$ cat src/hw/trig_seq_cfg.svh
// Offsets, field positions, reset values and timing counts of the trigger sequencer
`ifndef TRIG_SEQ_CFG_SVH
`define TRIG_SEQ_CFG_SVH

// ----------------------------------------------------------------
// Timing
// ----------------------------------------------------------------
`define CLK_MHZ          25
`define TRIG_DELAY_US    15000
`define TRIG_DELAY_CYC   (`TRIG_DELAY_US * `CLK_MHZ)
`define TRIG_PULSE_NS    320
`define TRIG_PULSE_CYC   ((`TRIG_PULSE_NS * `CLK_MHZ + 999) / 1000)
`define PULSE_W          4

// ----------------------------------------------------------------
// Register byte addresses
// ----------------------------------------------------------------
`define ADDR_W           6
`define ADDR_CTRL        6'h00
`define ADDR_CMD         6'h04
`define ADDR_IMM_LEVEL   6'h08
`define ADDR_TRIG_LEVEL  6'h0c
`define ADDR_DELAY       6'h10
`define ADDR_STATUS      6'h14
`define ADDR_INT_STATUS  6'h18
`define ADDR_INT_CLEAR   6'h1c
`define ADDR_INT_ENABLE  6'h20

// ----------------------------------------------------------------
// Fields
// ----------------------------------------------------------------
`define CTRL_SRC_BIT     0
`define CTRL_DRV_EN_BIT  1
`define CTRL_DRV_SRC_BIT 2
`define CTRL_FAULT_BIT   3
`define CMD_ARM_BIT      0
`define CMD_TRIG_BIT     1
`define ST_CC_BIT        0
`define ST_DELAY_BIT     1
`define ST_APPLIED_BIT   2
`define ST_WAIT_BIT      5
`define INT_TRIG_BIT     0
`define INT_LEVEL_BIT    1
`define INT_CC_BIT       2
`define INT_W            3
`define RESP_OKAY        2'h0
`define RESP_SLVERR      2'h2

`endif

$ cat src/hw/trig_seq_pkg.sv
// Types shared by the trigger sequencer files
`default_nettype none
package trig_seq_pkg;
  // Gray along IDLE -> ARMED -> DELAY; DELAY -> IDLE changes both bits
  typedef enum logic [1:0] {
    ST_IDLE  = 2'h0,
    ST_ARMED = 2'h1,
    ST_DELAY = 2'h3
  } seq_state_t;

  typedef enum logic {
    SRC_LINE = 1'h0,
    SRC_BUS  = 1'h1
  } trig_src_t;

  typedef enum logic {
    DRV_BUS  = 1'h0,
    DRV_LINK = 1'h1
  } drv_src_t;
endpackage : trig_seq_pkg
`default_nettype wire

$ cat src/hw/event_trigger_sequencer.sv
// Trigger sequencer for one power module on a shared backplane trigger line
// How it works
// - With link drive selected, a constant-voltage to constant-current change drives the line.
// - An armed module waits the programmed delay after a trigger before applying its level.
// - A zero delay applies the triggered level right after the trigger.
// - The module can drive the line and also be triggered by its own pulse.
// - Immediate and triggered setpoints are held apart; a trigger switches to the triggered one.
// - The backplane trigger line can be chosen as the trigger source.
// - Triggers are ignored until an arm command has been given.
// - The line is driven only while drive is enabled; drive source is selectable.
// - A service request can be raised once the triggered level is applied.
// - A fault indicator output can be raised on a regulation status change.
// - Waiting-for-trigger shows as bit 5 of the operation status.
// - A host bus trigger command can be chosen as the trigger source.
`timescale 1ns/1ns
`default_nettype none
`include "trig_seq_cfg.svh"
module event_trigger_sequencer #(
  parameter int          DATA_W               = 16,
  parameter logic [31:0] DEFAULT_DELAY_CYCLES = `TRIG_DELAY_CYC
) (
  // Clock, reset, clock enable
  input  wire logic                ref_clk,
  input  wire logic                reset,
  input  wire logic                ce,
  // AXI4-Lite write address and data
  input  wire logic                s_axi_awvalid,
  output var  logic                s_axi_awready,
  input  wire logic [`ADDR_W-1:0]  s_axi_awaddr,
  input  wire logic                s_axi_wvalid,
  output var  logic                s_axi_wready,
  input  wire logic [31:0]         s_axi_wdata,
  input  wire logic [3:0]          s_axi_wstrb,
  // AXI4-Lite write response
  output var  logic                s_axi_bvalid,
  input  wire logic                s_axi_bready,
  output var  logic [1:0]          s_axi_bresp,
  // AXI4-Lite read
  input  wire logic                s_axi_arvalid,
  output var  logic                s_axi_arready,
  input  wire logic [`ADDR_W-1:0]  s_axi_araddr,
  output var  logic                s_axi_rvalid,
  input  wire logic                s_axi_rready,
  output var  logic [31:0]         s_axi_rdata,
  output var  logic [1:0]          s_axi_rresp,
  // Backplane trigger line, open drain, active low
  input  wire logic                backplane_trigger_line_n_in,
  output var  logic                backplane_trigger_line_n_out,
  output var  logic                backplane_trigger_line_n_oe,
  // Regulation state, high in constant current
  input  wire logic                constant_current_state,
  // Module outputs
  output var  logic [DATA_W-1:0]   setpoint,
  output var  logic                fault_indicator_output,
  output var  logic                irq
);
  import trig_seq_pkg::*;

  // ----------------------------------------------------------------
  // Declarations
  // ----------------------------------------------------------------
  seq_state_t            state_r;
  trig_src_t             trig_src_r;
  drv_src_t              drv_src_r;
  logic                  drv_en_r;
  logic                  fault_en_r;
  logic [DATA_W-1:0]     imm_level_r;
  logic [DATA_W-1:0]     trig_level_r;
  logic [31:0]           delay_r;
  logic [31:0]           delay_lat_r;
  logic                  applied_r;
  logic [`INT_W-1:0]     int_stat_r;
  logic [`INT_W-1:0]     int_en_r;
  logic [`PULSE_W-1:0]   pulse_cnt_r;
  logic                  aw_full_r;
  logic                  w_full_r;
  logic [`ADDR_W-1:0]    aw_addr_r;
  logic [31:0]           w_data_r;
  logic [31:0]           w_mask_r;
  logic [31:0]           strb_mask;
  logic [31:0]           wd;
  logic                  wr_fire;
  logic                  cc_s;
  logic                  line_s;
  logic                  cc_prev_r;
  logic                  line_prev_r;
  logic                  cc_rise;
  logic                  cc_change;
  logic                  line_fall;
  logic                  arm_cmd;
  logic                  bus_trig_cmd;
  logic                  trig_event;
  logic                  tmr_start;
  logic                  tmr_busy;
  logic                  tmr_done;
  logic                  drv_start;
  logic [`INT_W-1:0]     int_set;
  logic [`INT_W-1:0]     int_clr;
  logic [`INT_W-1:0]     int_nxt;
  logic [31:0]           rd_data_c;
  logic                  rd_ok_c;
  logic [31:0]           dly_cnt_h;

  // ----------------------------------------------------------------
  // Input synchronisers and edge detection
  // ----------------------------------------------------------------
  pin_sync #(.W(2), .RESET_VAL(2'h1)) u_sync (
    .ref_clk   (ref_clk),
    .reset     (reset),
    .ce        (ce),
    .pin_in    ({constant_current_state, backplane_trigger_line_n_in}),
    .level_out ({cc_s, line_s})
  );

  always_ff @(posedge ref_clk or posedge reset) begin
    if (reset) begin
      cc_prev_r   <= 1'b0;
      line_prev_r <= 1'b1;
    end else if (ce) begin
      cc_prev_r   <= cc_s;
      line_prev_r <= line_s;
    end
  end

  assign cc_rise   = cc_s & ~cc_prev_r;
  assign cc_change = cc_s ^ cc_prev_r;
  assign line_fall = line_prev_r & ~line_s;

  // ----------------------------------------------------------------
  // AXI4-Lite write channel
  // ----------------------------------------------------------------
  for (genvar i = 0; i < 4; i++) begin : g_strb
    assign strb_mask[8*i +: 8] = {8{s_axi_wstrb[i]}};
  end

  assign wr_fire = aw_full_r & w_full_r & ~s_axi_bvalid;
  assign wd      = w_data_r & w_mask_r;

  always_ff @(posedge ref_clk or posedge reset) begin
    if (reset) begin
      s_axi_awready <= 1'b1;
      aw_full_r     <= 1'b0;
      aw_addr_r     <= '0;
    end else if (ce) begin
      if (s_axi_awvalid && s_axi_awready) begin
        aw_addr_r     <= s_axi_awaddr;
        aw_full_r     <= 1'b1;
        s_axi_awready <= 1'b0;
      end else if (s_axi_bvalid && s_axi_bready) begin
        aw_full_r     <= 1'b0;
        s_axi_awready <= 1'b1;
      end
    end
  end

  always_ff @(posedge ref_clk or posedge reset) begin
    if (reset) begin
      s_axi_wready <= 1'b1;
      w_full_r     <= 1'b0;
      w_data_r     <= '0;
      w_mask_r     <= '0;
    end else if (ce) begin
      if (s_axi_wvalid && s_axi_wready) begin
        w_data_r     <= s_axi_wdata;
        w_mask_r     <= strb_mask;
        w_full_r     <= 1'b1;
        s_axi_wready <= 1'b0;
      end else if (s_axi_bvalid && s_axi_bready) begin
        w_full_r     <= 1'b0;
        s_axi_wready <= 1'b1;
      end
    end
  end

  always_ff @(posedge ref_clk or posedge reset) begin
    if (reset) begin
      s_axi_bvalid <= 1'b0;
      s_axi_bresp  <= `RESP_OKAY;
    end else if (ce) begin
      if (wr_fire) begin
        s_axi_bvalid <= 1'b1;
        case (aw_addr_r)
          `ADDR_CTRL, `ADDR_CMD, `ADDR_IMM_LEVEL, `ADDR_TRIG_LEVEL, `ADDR_DELAY,
          `ADDR_INT_CLEAR, `ADDR_INT_ENABLE: s_axi_bresp <= `RESP_OKAY;
          default:                           s_axi_bresp <= `RESP_SLVERR;
        endcase
      end else if (s_axi_bvalid && s_axi_bready) begin
        s_axi_bvalid <= 1'b0;
      end
    end
  end

  assign arm_cmd      = wr_fire && aw_addr_r == `ADDR_CMD && wd[`CMD_ARM_BIT];
  assign bus_trig_cmd = wr_fire && aw_addr_r == `ADDR_CMD && wd[`CMD_TRIG_BIT];
  assign int_clr      = (wr_fire && aw_addr_r == `ADDR_INT_CLEAR) ? wd[`INT_W-1:0] : '0;

  // ----------------------------------------------------------------
  // Configuration registers
  // ----------------------------------------------------------------
  always_ff @(posedge ref_clk or posedge reset) begin
    if (reset) begin
      trig_src_r   <= SRC_LINE;
      drv_src_r    <= DRV_BUS;
      drv_en_r     <= 1'b0;
      fault_en_r   <= 1'b0;
      imm_level_r  <= '0;
      trig_level_r <= '0;
      delay_r      <= DEFAULT_DELAY_CYCLES;
      int_en_r     <= '0;
    end else if (ce && wr_fire) begin
      case (aw_addr_r)
        `ADDR_CTRL: begin
          if (w_mask_r[0]) begin
            trig_src_r <= trig_src_t'(w_data_r[`CTRL_SRC_BIT]);
            drv_en_r   <= w_data_r[`CTRL_DRV_EN_BIT];
            drv_src_r  <= drv_src_t'(w_data_r[`CTRL_DRV_SRC_BIT]);
            fault_en_r <= w_data_r[`CTRL_FAULT_BIT];
          end
        end
        `ADDR_IMM_LEVEL:  imm_level_r  <= (imm_level_r & ~w_mask_r[DATA_W-1:0]) | wd[DATA_W-1:0];
        `ADDR_TRIG_LEVEL: trig_level_r <= (trig_level_r & ~w_mask_r[DATA_W-1:0]) | wd[DATA_W-1:0];
        `ADDR_DELAY:      delay_r      <= (delay_r & ~w_mask_r) | wd;
        `ADDR_INT_ENABLE: int_en_r     <= (int_en_r & ~w_mask_r[`INT_W-1:0]) | wd[`INT_W-1:0];
        default: ;
      endcase
    end
  end

  // ----------------------------------------------------------------
  // Trigger sequence
  // ----------------------------------------------------------------
  assign trig_event = (trig_src_r == SRC_BUS) ? bus_trig_cmd : line_fall;
  assign tmr_start  = (state_r == ST_ARMED) && trig_event;

  always_ff @(posedge ref_clk or posedge reset) begin
    if (reset) begin
      state_r <= ST_IDLE;
    end else if (ce) begin
      case (state_r)
        ST_IDLE:  if (arm_cmd) state_r <= ST_ARMED;
        ST_ARMED: if (trig_event) state_r <= ST_DELAY;
        ST_DELAY: if (tmr_done) state_r <= ST_IDLE;
        default:  state_r <= ST_IDLE;
      endcase
    end
  end

  delay_timer #(.CNT_W(32)) u_timer (
    .ref_clk (ref_clk),
    .reset   (reset),
    .ce      (ce),
    .start   (tmr_start),
    .load    (delay_r),
    .busy    (tmr_busy),
    .done    (tmr_done)
  );

  // Setpoint follows the immediate level until the triggered level is applied
  always_ff @(posedge ref_clk or posedge reset) begin
    if (reset) begin
      applied_r <= 1'b0;
      setpoint  <= '0;
    end else if (ce) begin
      if (state_r == ST_DELAY && tmr_done) begin
        applied_r <= 1'b1;
        setpoint  <= trig_level_r;
      end else if (wr_fire && aw_addr_r == `ADDR_IMM_LEVEL) begin
        applied_r <= 1'b0;
      end else if (!applied_r) begin
        setpoint  <= imm_level_r;
      end
    end
  end

  // ----------------------------------------------------------------
  // Backplane line drive
  // ----------------------------------------------------------------
  assign drv_start = drv_en_r && ((drv_src_r == DRV_LINK) ? cc_rise : bus_trig_cmd);

  always_ff @(posedge ref_clk or posedge reset) begin
    if (reset) begin
      pulse_cnt_r                  <= '0;
      backplane_trigger_line_n_oe  <= 1'b0;
      backplane_trigger_line_n_out <= 1'b0;
    end else if (ce) begin
      backplane_trigger_line_n_out <= 1'b0;
      if (!drv_en_r) begin
        pulse_cnt_r <= '0;
      end else if (drv_start) begin
        pulse_cnt_r <= `PULSE_W'(`TRIG_PULSE_CYC);
      end else if (pulse_cnt_r != '0) begin
        pulse_cnt_r <= pulse_cnt_r - 1'b1;
      end
      backplane_trigger_line_n_oe <= drv_en_r && (drv_start || pulse_cnt_r > `PULSE_W'(1));
    end
  end

  // ----------------------------------------------------------------
  // Interrupts and fault indicator
  // ----------------------------------------------------------------
  always_comb begin
    int_set                 = '0;
    int_set[`INT_TRIG_BIT]  = tmr_start;
    int_set[`INT_LEVEL_BIT] = (state_r == ST_DELAY) && tmr_done;
    int_set[`INT_CC_BIT]    = cc_rise;
    int_nxt                 = (int_stat_r & ~int_clr) | int_set;
  end

  always_ff @(posedge ref_clk or posedge reset) begin
    if (reset) begin
      int_stat_r             <= '0;
      irq                    <= 1'b0;
      fault_indicator_output <= 1'b0;
    end else if (ce) begin
      int_stat_r <= int_nxt;
      irq        <= |(int_stat_r & int_en_r);
      if (!fault_en_r) begin
        fault_indicator_output <= 1'b0;
      end else begin
        fault_indicator_output <= (fault_indicator_output & ~int_clr[`INT_CC_BIT]) | cc_change;
      end
    end
  end

  // ----------------------------------------------------------------
  // AXI4-Lite read channel
  // ----------------------------------------------------------------
  always_comb begin
    rd_data_c = '0;
    rd_ok_c   = 1'b1;
    case (s_axi_araddr)
      `ADDR_CTRL: begin
        rd_data_c[`CTRL_SRC_BIT]     = trig_src_r;
        rd_data_c[`CTRL_DRV_EN_BIT]  = drv_en_r;
        rd_data_c[`CTRL_DRV_SRC_BIT] = drv_src_r;
        rd_data_c[`CTRL_FAULT_BIT]   = fault_en_r;
      end
      `ADDR_CMD, `ADDR_INT_CLEAR: rd_data_c = '0;
      `ADDR_IMM_LEVEL:  rd_data_c[DATA_W-1:0] = imm_level_r;
      `ADDR_TRIG_LEVEL: rd_data_c[DATA_W-1:0] = trig_level_r;
      `ADDR_DELAY:      rd_data_c = delay_r;
      `ADDR_STATUS: begin
        rd_data_c[`ST_CC_BIT]      = cc_s;
        rd_data_c[`ST_DELAY_BIT]   = tmr_busy;
        rd_data_c[`ST_APPLIED_BIT] = applied_r;
        rd_data_c[`ST_WAIT_BIT]    = (state_r == ST_ARMED);
      end
      `ADDR_INT_STATUS: rd_data_c[`INT_W-1:0] = int_stat_r;
      `ADDR_INT_ENABLE: rd_data_c[`INT_W-1:0] = int_en_r;
      default:          rd_ok_c = 1'b0;
    endcase
  end

  always_ff @(posedge ref_clk or posedge reset) begin
    if (reset) begin
      s_axi_arready <= 1'b1;
      s_axi_rvalid  <= 1'b0;
      s_axi_rdata   <= '0;
      s_axi_rresp   <= `RESP_OKAY;
    end else if (ce) begin
      if (s_axi_arvalid && s_axi_arready) begin
        s_axi_arready <= 1'b0;
        s_axi_rvalid  <= 1'b1;
        s_axi_rdata   <= rd_data_c;
        s_axi_rresp   <= rd_ok_c ? `RESP_OKAY : `RESP_SLVERR;
      end else if (s_axi_rvalid && s_axi_rready) begin
        s_axi_rvalid  <= 1'b0;
        s_axi_arready <= 1'b1;
      end
    end
  end

  // ----------------------------------------------------------------
  // Assertions
  // ----------------------------------------------------------------
  always_ff @(posedge ref_clk or posedge reset) begin
    if (reset) begin
      delay_lat_r <= '0;
      dly_cnt_h   <= '0;
    end else if (ce) begin
      if (tmr_start) delay_lat_r <= delay_r;
      dly_cnt_h <= (state_r == ST_DELAY) ? dly_cnt_h + 1'b1 : '0;
    end
  end
endmodule : event_trigger_sequencer
`default_nettype wire

$ cat src/hw/pin_sync.sv
// Three-stage input synchroniser with agreement filter
`timescale 1ns/1ns
`default_nettype none
module pin_sync #(
  parameter int         W         = 2,
  parameter logic [1:0] RESET_VAL = 2'h0
) (
  // Clock and control
  input  wire logic         ref_clk,
  input  wire logic         reset,
  input  wire logic         ce,
  // Pins in, filtered levels out
  input  wire logic [W-1:0] pin_in,
  output var  logic [W-1:0] level_out
);
  logic [W-1:0] s1_r;
  logic [W-1:0] s2_r;
  logic [W-1:0] s3_r;

  always_ff @(posedge ref_clk or posedge reset) begin
    if (reset) begin
      s1_r      <= RESET_VAL[W-1:0];
      s2_r      <= RESET_VAL[W-1:0];
      s3_r      <= RESET_VAL[W-1:0];
      level_out <= RESET_VAL[W-1:0];
    end else if (ce) begin
      s1_r <= pin_in;
      s2_r <= s1_r;
      s3_r <= s2_r;
      // A change counts once the second and third stages agree
      for (int i = 0; i < W; i++) begin
        if (s2_r[i] == s3_r[i]) begin
          level_out[i] <= s3_r[i];
        end
      end
    end
  end
endmodule : pin_sync
`default_nettype wire

$ cat src/hw/delay_timer.sv
// Down-counter that times the programmed trigger delay
`timescale 1ns/1ns
`default_nettype none
module delay_timer #(
  parameter int CNT_W = 32
) (
  // Clock and control
  input  wire logic             ref_clk,
  input  wire logic             reset,
  input  wire logic             ce,
  // Start with a load value, done pulses when it has elapsed
  input  wire logic             start,
  input  wire logic [CNT_W-1:0] load,
  output var  logic             busy,
  output var  logic             done
);
  logic [CNT_W-1:0] cnt_r;

  always_ff @(posedge ref_clk or posedge reset) begin
    if (reset) begin
      cnt_r <= '0;
      busy  <= 1'b0;
      done  <= 1'b0;
    end else if (ce) begin
      done <= 1'b0;
      if (start) begin
        cnt_r <= load;
        busy  <= (load != '0);
        done  <= (load == '0);
      end else if (cnt_r != '0) begin
        cnt_r <= cnt_r - 1'b1;
        if (cnt_r == {{(CNT_W-1){1'b0}}, 1'b1}) begin
          busy <= 1'b0;
          done <= 1'b1;
        end
      end
    end
  end
endmodule : delay_timer
`default_nettype wire

$ cat config.mk
export PLATFORM = sky130hd
export DESIGN_NAME = event_trigger_sequencer
export DESIGN_NICKNAME = d
export VERILOG_FILES = /design/src/hw/trig_seq_pkg.sv /design/src/hw/event_trigger_sequencer.sv /design/src/hw/pin_sync.sv /design/src/hw/delay_timer.sv
export VERILOG_INCLUDE_DIRS = /design/src /design/src/hw
export SDC_FILE = /design/constraint.sdc
export NUM_CORES = 1
export LEC_CHECK = 0
export BUFFER_PORTS_ARGS = -buffer_cell sky130_fd_sc_hd__buf_4
export CAP_MARGIN = 25
export CORE_AREA = 8 8 169 171
export DETAILED_ROUTE_END_ITERATION = 8
export DIE_AREA = 0 0 177 179
export PLACE_DENSITY = 0.6
export SLEW_MARGIN = 25
export SYNTH_ARGS = -nofsm -noshare
export SYNTH_HDL_FRONTEND = slang
export SYNTH_SLANG_ARGS = --single-unit
$ cat constraint.sdc
create_clock -name ref_clk -period 13.53 [get_ports ref_clk]
set_input_delay 4.059 -clock ref_clk [delete_from_list [all_inputs] [get_ports ref_clk]]
set_output_delay 4.059 -clock ref_clk [all_outputs]
set_load 0.005 [all_outputs]
==> impl_summary.log <==
INFO  metric outcome = complete, no violations
INFO  metric synth-async-reset-ratio = 100%
INFO  metric wl_final = 27600 microns
INFO  metric timing_max_transition_violations_final = 0
INFO  metric fmax = 169 MHz
INFO  metric cts_made_buffers = 26
INFO  metric timing.critical_path.from_type = input pin
INFO  metric final.setup.tns = 0 ns
INFO  metric initialDrtViolationCount = about 600
INFO  metric nFillCells = around 2.4k
INFO  metric timing.critical_path.buf_inv = 1
INFO  metric rows = 59
INFO  metric endpoint_kind = register
INFO  metric drt-pass1-iter-count = 7
INFO  metric timing_worst_slew_pin_value = between 1 and 1.5 ns
INFO  metric gpl.final_weighted_congestion = 0.846
INFO  metric boundaryPins = about 120
INFO  metric post_cts_resized = 0
INFO  metric syn-instance-count = approximately 950
INFO  metric routedWlPerCell = 19.7 microns
INFO  metric type_of_the_setup_path_with_the_least_slack = in -> reg
INFO  metric vias = 7985
INFO  metric quantity_of_i_o_buffers_inserted_on_ports = 115
INFO  metric timing.critical_path.max_delay_family = compound AO/OA/AOI/OAI gates
INFO  metric postSynth.topFlopCell = sky130_fd_sc_hd__dfrtp_1
INFO  metric place_area = around 12000 sq um
INFO  metric finalNetCount = ~1.1k
INFO  metric total_overflow_reported_by_the_global_router = 0
INFO  metric post_synth_instance_area = 10600 sq um
INFO  metric insertion_delay = 0.52 ns
INFO  metric cts-htree-levels = 1
INFO  metric die_area = 31700 sq um
INFO  metric worst_ep_arrival_time = 6.27 ns
INFO  metric avgViaCountPerCell = ~5.7
INFO  metric ant_nets = 0
INFO  metric antenna-diode-count = 0
INFO  metric cts.reportedPaths.clkPinSlew = 0.06 ns
INFO  metric final_hold_viol_count = 0
INFO  metric synth_enable_flop_cells = 0
INFO  metric worst_case_clock_buffer_depth = 3
INFO  metric post_synthesis_area_per_instance = 11.2 sq um
INFO  metric grt_antenna_before_repair = 0
INFO  metric fin_worst_skew = 0.00723 ns
INFO  metric gr-usage-all-layers = 17.4%
INFO  metric timing.final.crit_period = 5.91 ns
INFO  metric worst-endpoint-required = roughly 14 ns
INFO  metric timing.final.setup_violations = 0
INFO  metric cts_tree = done
INFO  metric power_per_cell_area = ~110 nW/um^2
INFO  metric cts_root_buf = sky130_fd_sc_hd__clkbuf_16
INFO  metric finalCritPeriodShare = between 40% and 50%
INFO  metric grt_max_degree = 114
INFO  metric initial_utilization = between 40% and 50%
INFO  metric design_power_total = about 0.0014 W
INFO  metric max_slew_margin = 31.5%
INFO  metric post_cts_hold_buffer_count = 0
INFO  metric final_cell_area = 12600 sq um
INFO  metric postCtsSetupRepairBufs = 0
INFO  metric die-width = 177 microns
INFO  metric unrepaired_setup_endpoints_after_global_routing = no
INFO  metric flow.area_growth_from_synthesis = 18.8%
INFO  metric critical-path-slowest-cell = sky130_fd_sc_hd__a2111o_1
INFO  metric timing.critical_path.cells = buf_4, o21ai_0, a2111o_1, nand2_1, a22oi_1
INFO  metric leakage = 6.13 nW
INFO  metric crit_path_max_incr_delay = 0.74 ns
INFO  metric yosys_register_bits = 227
INFO  metric drcViolationCount = 0
INFO  metric clock_sink_count = 227
INFO  metric number_of_global_route_vias_before_repair = 8055
INFO  metric max-vdd-ir-drop = roughly 0.080 mV
INFO  metric worstPathMaxFanout = 40
INFO  metric hold_path_class = reg -> reg
INFO  metric global_route_wire_length_before_repair = 44800 microns
INFO  metric coreArea = 25800 sq um
INFO  metric core_occupancy_in_the_finished_layout = between 40% and 50%
INFO  metric final_common_cell = sky130_fd_sc_hd__dfrtp_1
INFO  metric fp.dieH = 179 microns
INFO  metric seq_area_frac_synth = between 50% and 60%
INFO  metric layout-drive-gt1-share = 29.9%
INFO  metric synthDistinctLibCells = between 60 and 70
INFO  metric drv.max_cap_violation_count = 0
INFO  metric hpwl = roughly 19000 microns
INFO  metric yosys_warn_count = 0
INFO  metric layout_common_cells = sky130_fd_sc_hd__dfrtp_1 (209), sky130_fd_sc_hd__buf_4 (127), sky130_fd_sc_hd__mux2_2 (118)
[cells in the mapped netlist, types with 4 or more instances]
library cell                  n  share of area (%)
sky130_fd_sc_hd__or4_1        4               0.28
sky130_fd_sc_hd__o211ai_1    11               0.78
sky130_fd_sc_hd__buf_1        7               0.25
sky130_fd_sc_hd__a311oi_1     6               0.49
sky130_fd_sc_hd__o2bb2ai_1    8               0.66
sky130_fd_sc_hd__and4b_1      4               0.38
sky130_fd_sc_hd__nand2_1    107                3.8
sky130_fd_sc_hd__mux2_2     118                 13
sky130_fd_sc_hd__ha_1         6               0.71
sky130_fd_sc_hd__dfstp_2     18                4.5
sky130_fd_sc_hd__clkbuf_1    44                1.6
sky130_fd_sc_hd__or3_1        8               0.47
sky130_fd_sc_hd__o21ai_0     51                2.4
sky130_fd_sc_hd__o311ai_0     6               0.49
sky130_fd_sc_hd__and4_1       5               0.41
sky130_fd_sc_hd__a211oi_1    14               0.99
sky130_fd_sc_hd__nand3_1     41                1.9
sky130_fd_sc_hd__o22ai_1      8               0.47
sky130_fd_sc_hd__dfrtp_1    209                 49
sky130_fd_sc_hd__a22oi_1     10               0.71
sky130_fd_sc_hd__nor3b_1      5               0.35
sky130_fd_sc_hd__nand2b_1     4               0.24
sky130_fd_sc_hd__nor2_1      28               0.99
sky130_fd_sc_hd__a21o_1       4               0.28
sky130_fd_sc_hd__nand4_1     10               0.59
sky130_fd_sc_hd__buf_2        6               0.28
sky130_fd_sc_hd__inv_1       20               0.71
sky130_fd_sc_hd__mux2i_1     38                3.6
sky130_fd_sc_hd__a31oi_1      4               0.24
sky130_fd_sc_hd__a21oi_1     27                1.3
sky130_fd_sc_hd__a22o_1       5               0.41
sky130_fd_sc_hd__nor3_1      19               0.90
sky130_fd_sc_hd__a222oi_1    13                1.2
sky130_fd_sc_hd__and3_1       8               0.47
sky130_fd_sc_hd__nor4_1      23                1.4
[final timing paths]
| check | start | end | slack (ns) | cells past startpoint |
|---|---|---|---|---|
| worst max-delay path | ce | u_timer.cnt_r[2] | 7.62 | 5 |
| worst min-delay path | s_axi_rdata[21] | s_axi_rdata[21] | 0.47 | 2 |
| worst max register to register | u_timer.cnt_r[10] | u_timer.cnt_r[26] | 10.16 | 5 |
| worst min register to register | s_axi_rdata[21] | s_axi_rdata[21] | 0.47 | 2 |
| max in group asynchronous | reset | u_timer.cnt_r[7] | 8.53 | 3 |
| min in group asynchronous | reset | w_data_r[6] | 3.69 | 2 |
[metal layers]
| metal | track usage [%] | vias up | share of wire [%] |
|---|---|---|---|
| met5 | 0 | - | 0 |
| met4 | 4.38 | 0 | 2.1 |
| met3 | 3.29 | 45 | 5.7 |
| met2 | 27.0 | 228 | 45 |
| met1 | 24.5 | 3970 | 47 |
| li1 | - | 3742 | - |
[stage by stage]
step | hold slack (ns) | worst slack, ns | instances
floorplan | 0.448 | 3.28 | 951
global placement | 0.455 | 7.18 | 1353
detailed placement | 0.460 | 7.12 | 1353
CTS | 0.476 | 7.66 | 1400
global route | 0.498 | 7.47 | 1401
finish | 0.472 | 7.62 | 1401
[report_power, final]
group	switching [W]	leakage (nW)	total [W]	internal, W
Combinational	0.0000469	2.71	0.0000770	0.0000302
Clock	0.000269	0.392	0.000665	0.000396
Sequential	0.0000136	3.02	0.000707	0.000693
[final cells by class]
| type | count | area, sq um | area share (%) |
|---|---|---|---|
| sequential | 227 | 5700 | 45.2 |
| multi-input combinational | 644 | 4650 | 36.9 |
| timing repair buffer | 128 | 965 | 7.64 |
| clock buffer | 42 | 752 | 5.96 |
| tap | 335 | 419 | 3.32 |
| inverter | 20 | 82.6 | 0.654 |
| clock inverter | 5 | 50.0 | 0.396 |
[kinds of logic after synthesis]
family,share of synthesized area [%]
other,0.0353
buffers and inverters,3.00
adders and majority gates,0.707
DFF,53.7
and+or+nand+nor,13.8
muxes,16.1
AOI/OAI and AO/OA,12.7
[worst register-to-register path: stages, from the launching register on]
cell and delay [ns]:
sky130_fd_sc_hd__dfrtp_1 0.42, sky130_fd_sc_hd__nor4_1 0.78, sky130_fd_sc_hd__nand4_1 0.58, sky130_fd_sc_hd__o31a_1 0.76, sky130_fd_sc_hd__nor2_4 0.52, sky130_fd_sc_hd__o211ai_1 0.18
No activity file was read; power rests on OpenSTA's default activity.
